--- config.mk ---
export PLATFORM = sky130hd
export DESIGN_NAME = light_proximity_sequencer
export DESIGN_NICKNAME = d
export VERILOG_FILES = /design/src/lps_pkg.sv /design/src/light_proximity_sequencer.sv
export SDC_FILE = /design/constraint.sdc
export NUM_CORES = 1
export LEC_CHECK = 0
export ABC_AREA = 1
export BUFFER_PORTS_ARGS = -buffer_cell sky130_fd_sc_hd__buf_2
export CAP_MARGIN = 0
export CORE_ASPECT_RATIO = 0.6
export CORE_MARGIN = 2
export CORE_UTILIZATION = 63
export DETAILED_ROUTE_END_ITERATION = 10
export PLACE_DENSITY = 0.83
export SYNTH_ARGS = -nofsm -noshare
export SYNTH_HDL_FRONTEND = slang
export SYNTH_SLANG_ARGS = --single-unit
--- constraint.sdc ---
create_clock -name CLOCK -period 4.6 [get_ports CLOCK]
set_input_delay 0 -clock CLOCK [delete_from_list [all_inputs] [get_ports CLOCK]]
set_output_delay 0 -clock CLOCK [all_outputs]
set_load 0.005 [all_outputs]
--- src/lps_pkg.sv ---
package lps_pkg;
  // apb address width and register indices; byte address is four times the index
  localparam int unsigned ADDR_W   = 8;
  localparam logic [2:0]  IDX_CMD1 = 3'h0;
  localparam logic [2:0]  IDX_CMD2 = 3'h1;
  localparam logic [2:0]  IDX_DLSB = 3'h2;
  localparam logic [2:0]  IDX_DMSB = 3'h3;
  localparam logic [2:0]  IDX_TLL  = 3'h4;
  localparam logic [2:0]  IDX_TLM  = 3'h5;
  localparam logic [2:0]  IDX_THL  = 3'h6;
  localparam logic [2:0]  IDX_THM  = 3'h7;
  localparam int unsigned IDX_LSB  = 2;
  localparam int unsigned IDX_MSB  = 4;

  // first command register fields
  localparam int unsigned MODE_LSB = 5;
  localparam int unsigned FLAG_BIT = 2;
  localparam int unsigned PRST_LSB = 0;
  // second command register fields
  localparam int unsigned SCHEME_BIT = 7;
  localparam int unsigned FREQ_BIT   = 6;
  localparam int unsigned IS_LSB     = 4;
  localparam int unsigned RES_LSB    = 2;
  localparam int unsigned RANGE_LSB  = 0;

  // reset values
  localparam logic [7:0]  CMD_RST    = 8'h00;
  localparam logic [15:0] DATA_RST   = 16'h0000;
  localparam logic [15:0] THR_LO_RST = 16'h0000;
  localparam logic [15:0] THR_HI_RST = 16'hffff;

  // mode codes
  localparam logic [2:0] MODE_OFF  = 3'h0;
  localparam logic [2:0] MODE_RSVD = 3'h4;
  localparam int unsigned MODE_CONT_BIT = 2;

  // sensing channels driven to the analog front end
  localparam logic [1:0] CH_AMBIENT = 2'h0;
  localparam logic [1:0] CH_IR      = 2'h1;
  localparam logic [1:0] CH_PROX    = 2'h2;

  // result and counter widths
  localparam int unsigned RES_MAX_W = 16;
  localparam int unsigned PERS_W    = 5;

  // led modulation timing
  localparam int unsigned CLK_KHZ      = 20000;
  localparam int unsigned MOD_KHZ      = 360;
  localparam int unsigned MOD_HALF_CYC = CLK_KHZ / (2 * MOD_KHZ);

  typedef enum logic {ST_OFF, ST_INTEG} seq_state_t;
endpackage
--- src/light_proximity_sequencer.sv ---
`timescale 1ns/10ps
// What this block does
// - start in power-down, no conversion until a measurement is commanded
// - result registers read zero until the first conversion completes
// - single-shot mode converts once then returns to power-down itself
// - single-shot result stays readable until a later conversion overwrites
// - continuous mode converts back to back, updating result each time
// - power-down command stops a running continuous measurement
// - integration timed by counting oscillator cycles, n of 4, 8, 12 or 16
// - results are unsigned n-bit values, at most 16 bits
// - six modes: once and continuous ambient, IR, proximity, programmable in series
// - LED driver output enabled only during a proximity measurement
// - drive strength code 0..3 selects 100, 50, 25, 12.5 mA
// - modulation bit 0 gives steady drive, 1 switches at 360 kHz
// - modulated LED drive has 50 percent duty cycle
// - host selects range 1 through range 4
// - interrupt pin is active low open drain
// - interrupt state readable as a status bit over the bus
// - interrupt when result above upper or below lower threshold
// - excursion flagged only after the programmed number (1 to 16) of consecutive out-of-window cycles
// - mode field: 0 off, 1-3 once, 4 reserved, 5-7 continuous
// - persistence codes 0..3 require 1, 4, 8 or 16 cycles
// - pin and status bit stay set until first command register transfer ends
// - upper and lower thresholds are 16 bits, two writable bytes each
module light_proximity_sequencer
(
  input  wire logic                          CLOCK,
  input  wire logic                          NRST,
  input  wire logic                          PSEL,
  input  wire logic                          PENABLE,
  input  wire logic                          PWRITE,
  input  wire logic [lps_pkg::ADDR_W-1:0]    PADDR,
  input  wire logic [31:0]                   PWDATA,
  output logic      [31:0]                   PRDATA,
  output logic                               PREADY,
  output logic                               PSLVERR,
  input  wire logic                          OSC_CLK,
  input  wire logic                          ADC_PULSE,
  output logic                               ADC_ACTIVE,
  output logic      [1:0]                    SENSE_CHANNEL,
  output logic      [1:0]                    RANGE_SELECT,
  output logic                               PROX_SCHEME,
  output logic      [3:0]                    RESOLUTION_N,
  output logic                               IR_LED_DRIVE_OUTPUT,
  output logic      [1:0]                    LED_DRIVE_STRENGTH,
  output logic                               INT_N_O,
  output logic                               INT_N_OE
);

  // n-bit width selected by the resolution code
  function automatic logic [4:0] res_bits(input logic [1:0] code);
    logic [4:0] n;
    n = 5'h10;
    unique case (code)
      2'h0: n = 5'h10;
      2'h1: n = 5'h0c;
      2'h2: n = 5'h08;
      2'h3: n = 5'h04;
    endcase
    return n;
  endfunction

  // consecutive out-of-window results needed before flagging
  function automatic logic [lps_pkg::PERS_W-1:0] persist_need(input logic [1:0] code);
    logic [lps_pkg::PERS_W-1:0] m;
    m = 5'h01;
    unique case (code)
      2'h0: m = 5'h01;
      2'h1: m = 5'h04;
      2'h2: m = 5'h08;
      2'h3: m = 5'h10;
    endcase
    return m;
  endfunction

  function automatic logic mode_runs(input logic [2:0] m);
    return (m != lps_pkg::MODE_OFF) && (m != lps_pkg::MODE_RSVD);
  endfunction

  localparam logic [4:0] MOD_LAST = 5'(lps_pkg::MOD_HALF_CYC - 1);
  logic [2:0]                    mode_reg;
  logic [1:0]                    persist_reg;
  logic                          flag_reg;
  logic [7:0]                    cmd2_reg;
  logic [15:0]                   data_reg;
  logic [15:0]                   thr_lo_reg;
  logic [15:0]                   thr_hi_reg;
  logic                          pready_reg;
  logic                          pslverr_reg;
  logic [31:0]                   prdata_reg;
  logic                          restart_reg;
  lps_pkg::seq_state_t           state_reg;
  logic [15:0]                   int_cnt_reg;
  logic [15:0]                   pulse_cnt_reg;
  logic [lps_pkg::PERS_W-1:0]    pers_cnt_reg;
  logic                          osc_meta_reg;
  logic                          osc_sync_reg;
  logic                          osc_prev_reg;
  logic                          adc_meta_reg;
  logic                          adc_sync_reg;
  logic                          adc_prev_reg;
  logic [4:0]                    mod_cnt_reg;
  logic                          mod_phase_reg;
  logic                          led_reg;
  logic [1:0]                    strength_reg;
  logic                          active_reg;
  logic [1:0]                    channel_reg;
  logic [3:0]                    res_n_reg;
  logic                          int_o_reg;

  logic [2:0]  idx;
  logic        mapped;
  logic        setup;
  logic        acc;
  logic        wr;
  logic        osc_rise;
  logic        adc_rise;
  logic [15:0] last_cnt;
  logic        conv_done;
  logic        out_of_window;
  logic [lps_pkg::PERS_W-1:0] pers_next;
  logic [31:0] rd_mux;

  assign idx      = PADDR[lps_pkg::IDX_MSB:lps_pkg::IDX_LSB];
  assign mapped   = (PADDR[1:0] == 2'h0) && (PADDR[lps_pkg::ADDR_W-1:lps_pkg::IDX_MSB+1] == '0);
  assign setup    = PSEL && PENABLE && !pready_reg;
  assign acc      = PSEL && PENABLE && pready_reg;
  assign wr       = acc && PWRITE && mapped;
  assign osc_rise = osc_sync_reg && !osc_prev_reg;
  assign adc_rise = adc_sync_reg && !adc_prev_reg;
  assign last_cnt = 16'hffff >> (5'h10 - res_bits(cmd2_reg[lps_pkg::RES_LSB +: 2]));

  assign conv_done = (state_reg == lps_pkg::ST_INTEG) && !restart_reg && osc_rise
                     && (int_cnt_reg == last_cnt);

  assign out_of_window = (pulse_cnt_reg > thr_hi_reg) || (pulse_cnt_reg < thr_lo_reg);
  assign pers_next     = (pers_cnt_reg == persist_need(2'h3)) ? pers_cnt_reg
                                                              : pers_cnt_reg + 5'h01;

  // apb: one wait state so that read data comes from a flop
  always_ff @(posedge CLOCK)
  begin
    if (!NRST)
      pready_reg <= 1'b0;
    else
      pready_reg <= setup;
  end

  always_comb
  begin
    rd_mux = 32'h0000_0000;
    unique case (idx)
      lps_pkg::IDX_CMD1: rd_mux[7:0] = {mode_reg, 2'h0, flag_reg, persist_reg};
      lps_pkg::IDX_CMD2: rd_mux[7:0] = cmd2_reg;
      lps_pkg::IDX_DLSB: rd_mux[7:0] = data_reg[7:0];
      lps_pkg::IDX_DMSB: rd_mux[7:0] = data_reg[15:8];
      lps_pkg::IDX_TLL:  rd_mux[7:0] = thr_lo_reg[7:0];
      lps_pkg::IDX_TLM:  rd_mux[7:0] = thr_lo_reg[15:8];
      lps_pkg::IDX_THL:  rd_mux[7:0] = thr_hi_reg[7:0];
      lps_pkg::IDX_THM:  rd_mux[7:0] = thr_hi_reg[15:8];
    endcase
    if (!mapped)
      rd_mux = 32'h0000_0000;
  end

  always_ff @(posedge CLOCK)
  begin
    if (!NRST)
    begin
      prdata_reg  <= 32'h0000_0000;
      pslverr_reg <= 1'b0;
    end
    else if (setup)
    begin
      prdata_reg  <= PWRITE ? 32'h0000_0000 : rd_mux;
      pslverr_reg <= !mapped;
    end
    else if (acc)
    begin
      prdata_reg  <= 32'h0000_0000;
      pslverr_reg <= 1'b0;
    end
  end

  // command registers come up in power-down
  always_ff @(posedge CLOCK)
  begin
    if (!NRST)
    begin
      mode_reg    <= lps_pkg::CMD_RST[lps_pkg::MODE_LSB +: 3];
      persist_reg <= lps_pkg::CMD_RST[lps_pkg::PRST_LSB +: 2];
      cmd2_reg    <= lps_pkg::CMD_RST;
    end
    else if (wr && idx == lps_pkg::IDX_CMD1)
    begin
      mode_reg    <= PWDATA[lps_pkg::MODE_LSB +: 3];
      persist_reg <= PWDATA[lps_pkg::PRST_LSB +: 2];
    end
    else if (wr && idx == lps_pkg::IDX_CMD2)
      cmd2_reg <= PWDATA[7:0];
  end

  always_ff @(posedge CLOCK)
  begin
    if (!NRST)
    begin
      thr_lo_reg <= lps_pkg::THR_LO_RST;
      thr_hi_reg <= lps_pkg::THR_HI_RST;
    end
    else if (wr)
    begin
      if (idx == lps_pkg::IDX_TLL)
        thr_lo_reg[7:0] <= PWDATA[7:0];
      if (idx == lps_pkg::IDX_TLM)
        thr_lo_reg[15:8] <= PWDATA[7:0];
      if (idx == lps_pkg::IDX_THL)
        thr_hi_reg[7:0] <= PWDATA[7:0];
      if (idx == lps_pkg::IDX_THM)
        thr_hi_reg[15:8] <= PWDATA[7:0];
    end
  end

  // first command register write, or second during integration, restarts the sequencer next cycle
  always_ff @(posedge CLOCK)
  begin
    if (!NRST)
      restart_reg <= 1'b0;
    else
      restart_reg <= wr && (idx == lps_pkg::IDX_CMD1
                     || (idx == lps_pkg::IDX_CMD2 && state_reg == lps_pkg::ST_INTEG));
  end

  // oscillator and converter pulse synchronisers
  always_ff @(posedge CLOCK)
  begin
    if (!NRST)
    begin
      osc_meta_reg <= 1'b0;
      osc_sync_reg <= 1'b0;
      osc_prev_reg <= 1'b0;
      adc_meta_reg <= 1'b0;
      adc_sync_reg <= 1'b0;
      adc_prev_reg <= 1'b0;
    end
    else
    begin
      osc_meta_reg <= OSC_CLK;
      osc_sync_reg <= osc_meta_reg;
      osc_prev_reg <= osc_sync_reg;
      adc_meta_reg <= ADC_PULSE;
      adc_sync_reg <= adc_meta_reg;
      adc_prev_reg <= adc_sync_reg;
    end
  end

  always_ff @(posedge CLOCK)
  begin
    if (!NRST)
      state_reg <= lps_pkg::ST_OFF;
    else if (restart_reg)
      // power-down or reserved code stops conversion
      state_reg <= mode_runs(mode_reg) ? lps_pkg::ST_INTEG : lps_pkg::ST_OFF;
    else if (conv_done && !mode_reg[lps_pkg::MODE_CONT_BIT])
      state_reg <= lps_pkg::ST_OFF;
  end

  // integration and converter pulse counters
  always_ff @(posedge CLOCK)
  begin
    if (!NRST)
    begin
      int_cnt_reg   <= 16'h0000;
      pulse_cnt_reg <= 16'h0000;
    end
    else if (restart_reg || conv_done || state_reg == lps_pkg::ST_OFF)
    begin
      int_cnt_reg   <= 16'h0000;
      pulse_cnt_reg <= 16'h0000;
    end
    else
    begin
      if (osc_rise)
        int_cnt_reg <= int_cnt_reg + 16'h0001;
      // saturate at the n-bit full scale
      if (adc_rise && pulse_cnt_reg != last_cnt)
        pulse_cnt_reg <= pulse_cnt_reg + 16'h0001;
    end
  end

  always_ff @(posedge CLOCK)
  begin
    if (!NRST)
      data_reg <= lps_pkg::DATA_RST;
    // overwritten only by a finished conversion
    else if (conv_done)
      data_reg <= pulse_cnt_reg;
  end

  always_ff @(posedge CLOCK)
  begin
    if (!NRST)
      pers_cnt_reg <= '0;
    else if (conv_done)
      pers_cnt_reg <= out_of_window ? pers_next : '0;
  end

  always_ff @(posedge CLOCK)
  begin
    if (!NRST)
      flag_reg <= 1'b0;
    // set after m consecutive excursions; set beats clear
    else if (conv_done && out_of_window && pers_next >= persist_need(persist_reg))
      flag_reg <= 1'b1;
    // cleared at end of a first command register transfer
    else if (acc && mapped && idx == lps_pkg::IDX_CMD1)
      flag_reg <= 1'b0;
  end

  // 360 kHz square wave, equal halves
  always_ff @(posedge CLOCK)
  begin
    if (!NRST)
    begin
      mod_cnt_reg   <= 5'h00;
      mod_phase_reg <= 1'b1;
    end
    else if (state_reg == lps_pkg::ST_OFF || restart_reg)
    begin
      mod_cnt_reg   <= 5'h00;
      mod_phase_reg <= 1'b1;
    end
    else if (mod_cnt_reg == MOD_LAST)
    begin
      mod_cnt_reg   <= 5'h00;
      mod_phase_reg <= !mod_phase_reg;
    end
    else
      mod_cnt_reg <= mod_cnt_reg + 5'h01;
  end

  always_ff @(posedge CLOCK)
  begin
    if (!NRST)
    begin
      led_reg      <= 1'b0;
      strength_reg <= 2'h0;
      active_reg   <= 1'b0;
      channel_reg  <= lps_pkg::CH_AMBIENT;
      res_n_reg    <= 4'h0;
    end
    else
    begin
      active_reg  <= (state_reg == lps_pkg::ST_INTEG) && !restart_reg;
      channel_reg <= mode_reg[1:0] - 2'h1;
      led_reg <= (state_reg == lps_pkg::ST_INTEG) && !restart_reg
                 && (mode_reg[1:0] - 2'h1 == lps_pkg::CH_PROX)
                 && (!cmd2_reg[lps_pkg::FREQ_BIT] || mod_phase_reg);
      // code passed to current source; code 0 is strongest
      strength_reg <= cmd2_reg[lps_pkg::IS_LSB +: 2];
      res_n_reg    <= 4'(res_bits(cmd2_reg[lps_pkg::RES_LSB +: 2]));
    end
  end

  // open drain: data always low, enable pulls the pin
  always_ff @(posedge CLOCK)
  begin
    if (!NRST)
      int_o_reg <= 1'b0;
    else
      int_o_reg <= 1'b0;
  end

  assign PRDATA              = prdata_reg;
  assign PREADY              = pready_reg;
  assign PSLVERR             = pslverr_reg;
  assign ADC_ACTIVE          = active_reg;
  assign SENSE_CHANNEL       = channel_reg;
  assign RANGE_SELECT        = cmd2_reg[lps_pkg::RANGE_LSB +: 2];
  assign PROX_SCHEME         = cmd2_reg[lps_pkg::SCHEME_BIT];
  assign RESOLUTION_N        = res_n_reg;
  assign IR_LED_DRIVE_OUTPUT = led_reg;
  assign LED_DRIVE_STRENGTH  = strength_reg;
  assign INT_N_O             = int_o_reg;
  // pin enable is the readable status bit
  assign INT_N_OE            = flag_reg;
endmodule

==> reports/qor.log <==
INFO  pwr            gate_power_share=3.8%
INFO  logic_synthesis largest_family_of_logic_cells_by_synthesized_area=simple AND/OR/NAND/NOR gates
INFO  pwr            clock_power_share=50.5%
INFO  layout         layout-drive-gt1-share=11.8%
INFO  logic_synthesis synth_cells=929
INFO  logic_synthesis muxShareOfSynthArea=0%
INFO  logic_synthesis yosysMostFrequentCell=nand2_1
INFO  logic_synthesis ys_top_cells_by_count=160 x nand2_1, 131 x dfxtp_1, 126 x inv_1
INFO  worst_setup_path critical_path_required=4.84ns
INFO  status         status=finished clean
INFO  clocking       clock_insertion_delay_at_the_later_pin_of_the_skew_report=0.43ns
INFO  clocking       cts_buffers=17
INFO  timing         finalClockSkew=0.0126ns
INFO  pwr            switching_share=24.8%
INFO  clocking       clkTransAtPathRegs=0.06ns
INFO  clocking       tritoncts_num_sinks=131
INFO  global_route   maximum_number_of_pins_on_one_net_before_global_route_repair=58
INFO  worst_setup_path timing.critical_path.buf_inv=3
INFO  worst_setup_path worst_setup_path_start_kind=flip-flop
INFO  clocking       postCtsSetupBuffers=0
INFO  layout         seqCellArea=2620um^2
INFO  timing         max_clock_freq=329MHz
INFO  worst_setup_path timing.setup.critical_path_class=reg2reg
INFO  run            maxCapViolCount=0
INFO  clocking       cts_resized=0
INFO  floorplan      io_pins=96
INFO  pwr            switchingPower=0.617mW
INFO  timing         setup_violations=0
INFO  logic_synthesis yosys.area.top_type=dfxtp_1
INFO  logic_synthesis synthesized_area_per_cell=7.60um^2
INFO  logic_synthesis synthDominantCellAreaShare=37.2%
INFO  layout         finish.instance_area=7860um^2
INFO  global_route   grt_use_total=31.5%
INFO  detailed_routing drt-wirelength-per-cell=16.5um
INFO  logic_synthesis asyncSetResetFlopFracSynth=0%
INFO  logic_synthesis synth_enable_flop_cells=0
INFO  pwr            leakage=3.48nW
INFO  logic_synthesis warnings_synthesis=0
INFO  timing         timing_max_transition_violations_final=0
INFO  layout         antenna_cells=0
INFO  timing         hold_violations=0
INFO  clocking       h-tree-depth=4
INFO  clocking       cts_tree=yes
INFO  timing         layout_min_cycle_time=3.04ns
INFO  layout         area_growth=11.3%
INFO  worst_setup_path timing.critical_path.fanout_max=38
INFO  logic_synthesis synthesized_area_fraction_occupied_by_ao_oa_aoi_and_oai_cells=16.7%
INFO  pwr            p_per_area=317nW/um^2
INFO  logic_synthesis yosysUniqueCellTypes=46
INFO  floorplan      core_region_area=10700um^2
INFO  clocking       postCtsHoldBufs=10
INFO  logic_synthesis dominantRegCellSynth=dfxtp_1
INFO  detailed_routing antenna_violating_nets_post_route=0
INFO  placed_design  postPlaceCellArea=7210um^2
INFO  detailed_routing drt-pass1-iter-count=7
INFO  min_path       timing.hold.worst.class=in2reg
INFO  global_route   overflow_after_grt=0
INFO  logic_synthesis synth_sequential_area_ratio=37.2%
INFO  floorplan      die_area=12100um^2
INFO  logic_synthesis fraction_of_the_mapped_netlist_area_in_simple_logic_gates=21.1%
INFO  timing         period_share=66.0%
INFO  worst_setup_path cp_data_arrival_time=3.28ns
INFO  floorplan      floorplan.die.height=86.0um
INFO  detailed_routing drt-initial-drc-count=763
INFO  placed_design  portBuffers=44
INFO  layout         num-nets-final=1073
INFO  layout         multi_input_comb_area=3660um^2
INFO  placed_design  place.detailed.hpwl=13000um
INFO  pwr            power.internal=1.87mW
INFO  detailed_routing drt-total-wl=18600um
INFO  worst_setup_path crit_path_cell_trace=inv_1, ha_1, xnor2_1, nand3_1, nand2_1, nand2_1, nor2_2, buf_4, inv_2, nand2_2, o311ai_0
INFO  global_route   antenna_found_initial=0
INFO  clocking       cts-root-to-sink-buffers=2
INFO  placed_design  gp_congestion=1.03
INFO  global_route   grt_pass1_vias=5583
INFO  layout         filler_cell_count=817
INFO  detailed_routing drt-vias-per-instance=5.70
INFO  global_route   first_pass_grt_wire_length=29400um
INFO  logic_synthesis post_synth_xor_area_fraction=3.97%
INFO  worst_setup_path crit_family=simple AND/OR/NAND/NOR gates
INFO  timing         rsz0062_at_grt=false
INFO  floorplan      std_cell_rows=29
INFO  worst_setup_path cp_max_delay_cell=nand2_2
INFO  floorplan      die-width=141um
INFO  timing         tightest_pin_transition=0.773ns
INFO  timing         setup_tns=0ns
INFO  worst_setup_path worst_path_most_repeated_cell=nand2_1
INFO  detailed_routing via_count=6434
INFO  pwr            sequentialPowerShare=45.8%
INFO  detailed_routing drc=0
INFO  logic_synthesis post_synth_instance_area=7060um^2
INFO  logic_synthesis ys_ff_latch=131
INFO  logic_synthesis synth_fa_ha_area_share=8.69%
INFO  pwr            ir_drop=0.000233V
INFO  timing         timing.max_slew.rel_slack=48.3%
INFO  worst_setup_path setup.worst_path.end_class=flip-flop
INFO  logic_synthesis yosys-top-cells-area=dfxtp_1 37%, ha_1 8.7%, nand2_1 8.5%
INFO  clocking       root_buffer=clkbuf_16
INFO  worst_setup_path critical-path-max-stage-delay=0.60ns
INFO  floorplan      floorplan.initialDensity=65.7%
==> layout by cell type (no fill, tap or decap), types with 27 or more instances in the layout <==
cell / count
nor2_1: 81
ha_1: 49
nand2_1: 160
a21oi_1: 76
nand3_1: 57
xor2_1: 27
inv_1: 126
conb_1: 27
dfxtp_1: 131
o21ai_0: 37
buf_2: 44
==> stage by stage <==
step | std cells | hold slack [ns] | power (mW) | setup WS, ns | util (%)
6_report | 1129 | 0.0914 | 2.49 | 1.56 | 73.1
3_5_place_dp | 1087 | 0.187 | 1.25 | 1.57 | 67.1
3_3_place_gp | 1087 | 0.185 | 1.25 | 1.71 | 67.1
4_1_cts | 1129 | 0.0235 | 2.49 | 1.57 | 73.1
5_1_grt | 1129 | 0.0709 | 2.56 | 1.25 | 73.1
2_1_floorplan | 955 | 0.0976 | 1.23 | 2.76 | -
==> kinds of logic after synthesis <==
kind of cell	Yosys count
other	1
AND/OR/NAND/NOR	340
adder cells (fa/ha/maj)	49
XOR/XNOR	32
buffers and inverters	188
AO/OA/AOI/OAI	188
flip-flops	131
==> tightest hold or removal path: cells and delay by family <==
family,cells,cell delay (ns)
compound gates,2,0.24
buf+inv,1,0.11
simple gates,1,0.11
==> layout make-up <==
type                       count  area share [%]
clock buffer                  19            5.64
clock inverter                13            1.29
inverter                     133            6.36
multi-input combinational    636            46.7
sequential                   131            33.4
tap                          139            2.21
timing repair buffer          58            4.46
==> final timing paths <==
path              cells after the start                       to                     start  slack [ns]
setup / recovery                     11   state_reg$_SDFFE_PN0P_  cmd2_reg[2]$_SDFFE_PN0P_        1.56
hold / removal                        4   PRDATA[3]$_SDFFE_PN0P_                    PWRITE        0.09
hold reg to reg                       2  adc_sync_reg$_SDFF_PN0_   adc_meta_reg$_SDFF_PN0_        0.41
setup reg to reg                     11   state_reg$_SDFFE_PN0P_  cmd2_reg[2]$_SDFFE_PN0P_        1.56
==> power groups by stage <==
stage	Sequential, mW	Clock [mW]	Combinational, mW
after floorplan	1.17	0	0.0650
after global placement	1.17	0	0.0813
after detailed placement	1.17	0	0.0818
after CTS	1.14	1.26	0.0887
after global routing	1.14	1.32	0.100
final	1.14	1.26	0.0936
==> layer usage <==
metal	wire length (um)	track usage (%)	up-vias
li1	-	-	3120
met1	8280	45.7	2885
met2	7190	43.3	365
met3	2630	11.2	64
met4	499	10.4	0
met5	0	0	-
No activity file was read; power rests on OpenSTA's default activity.
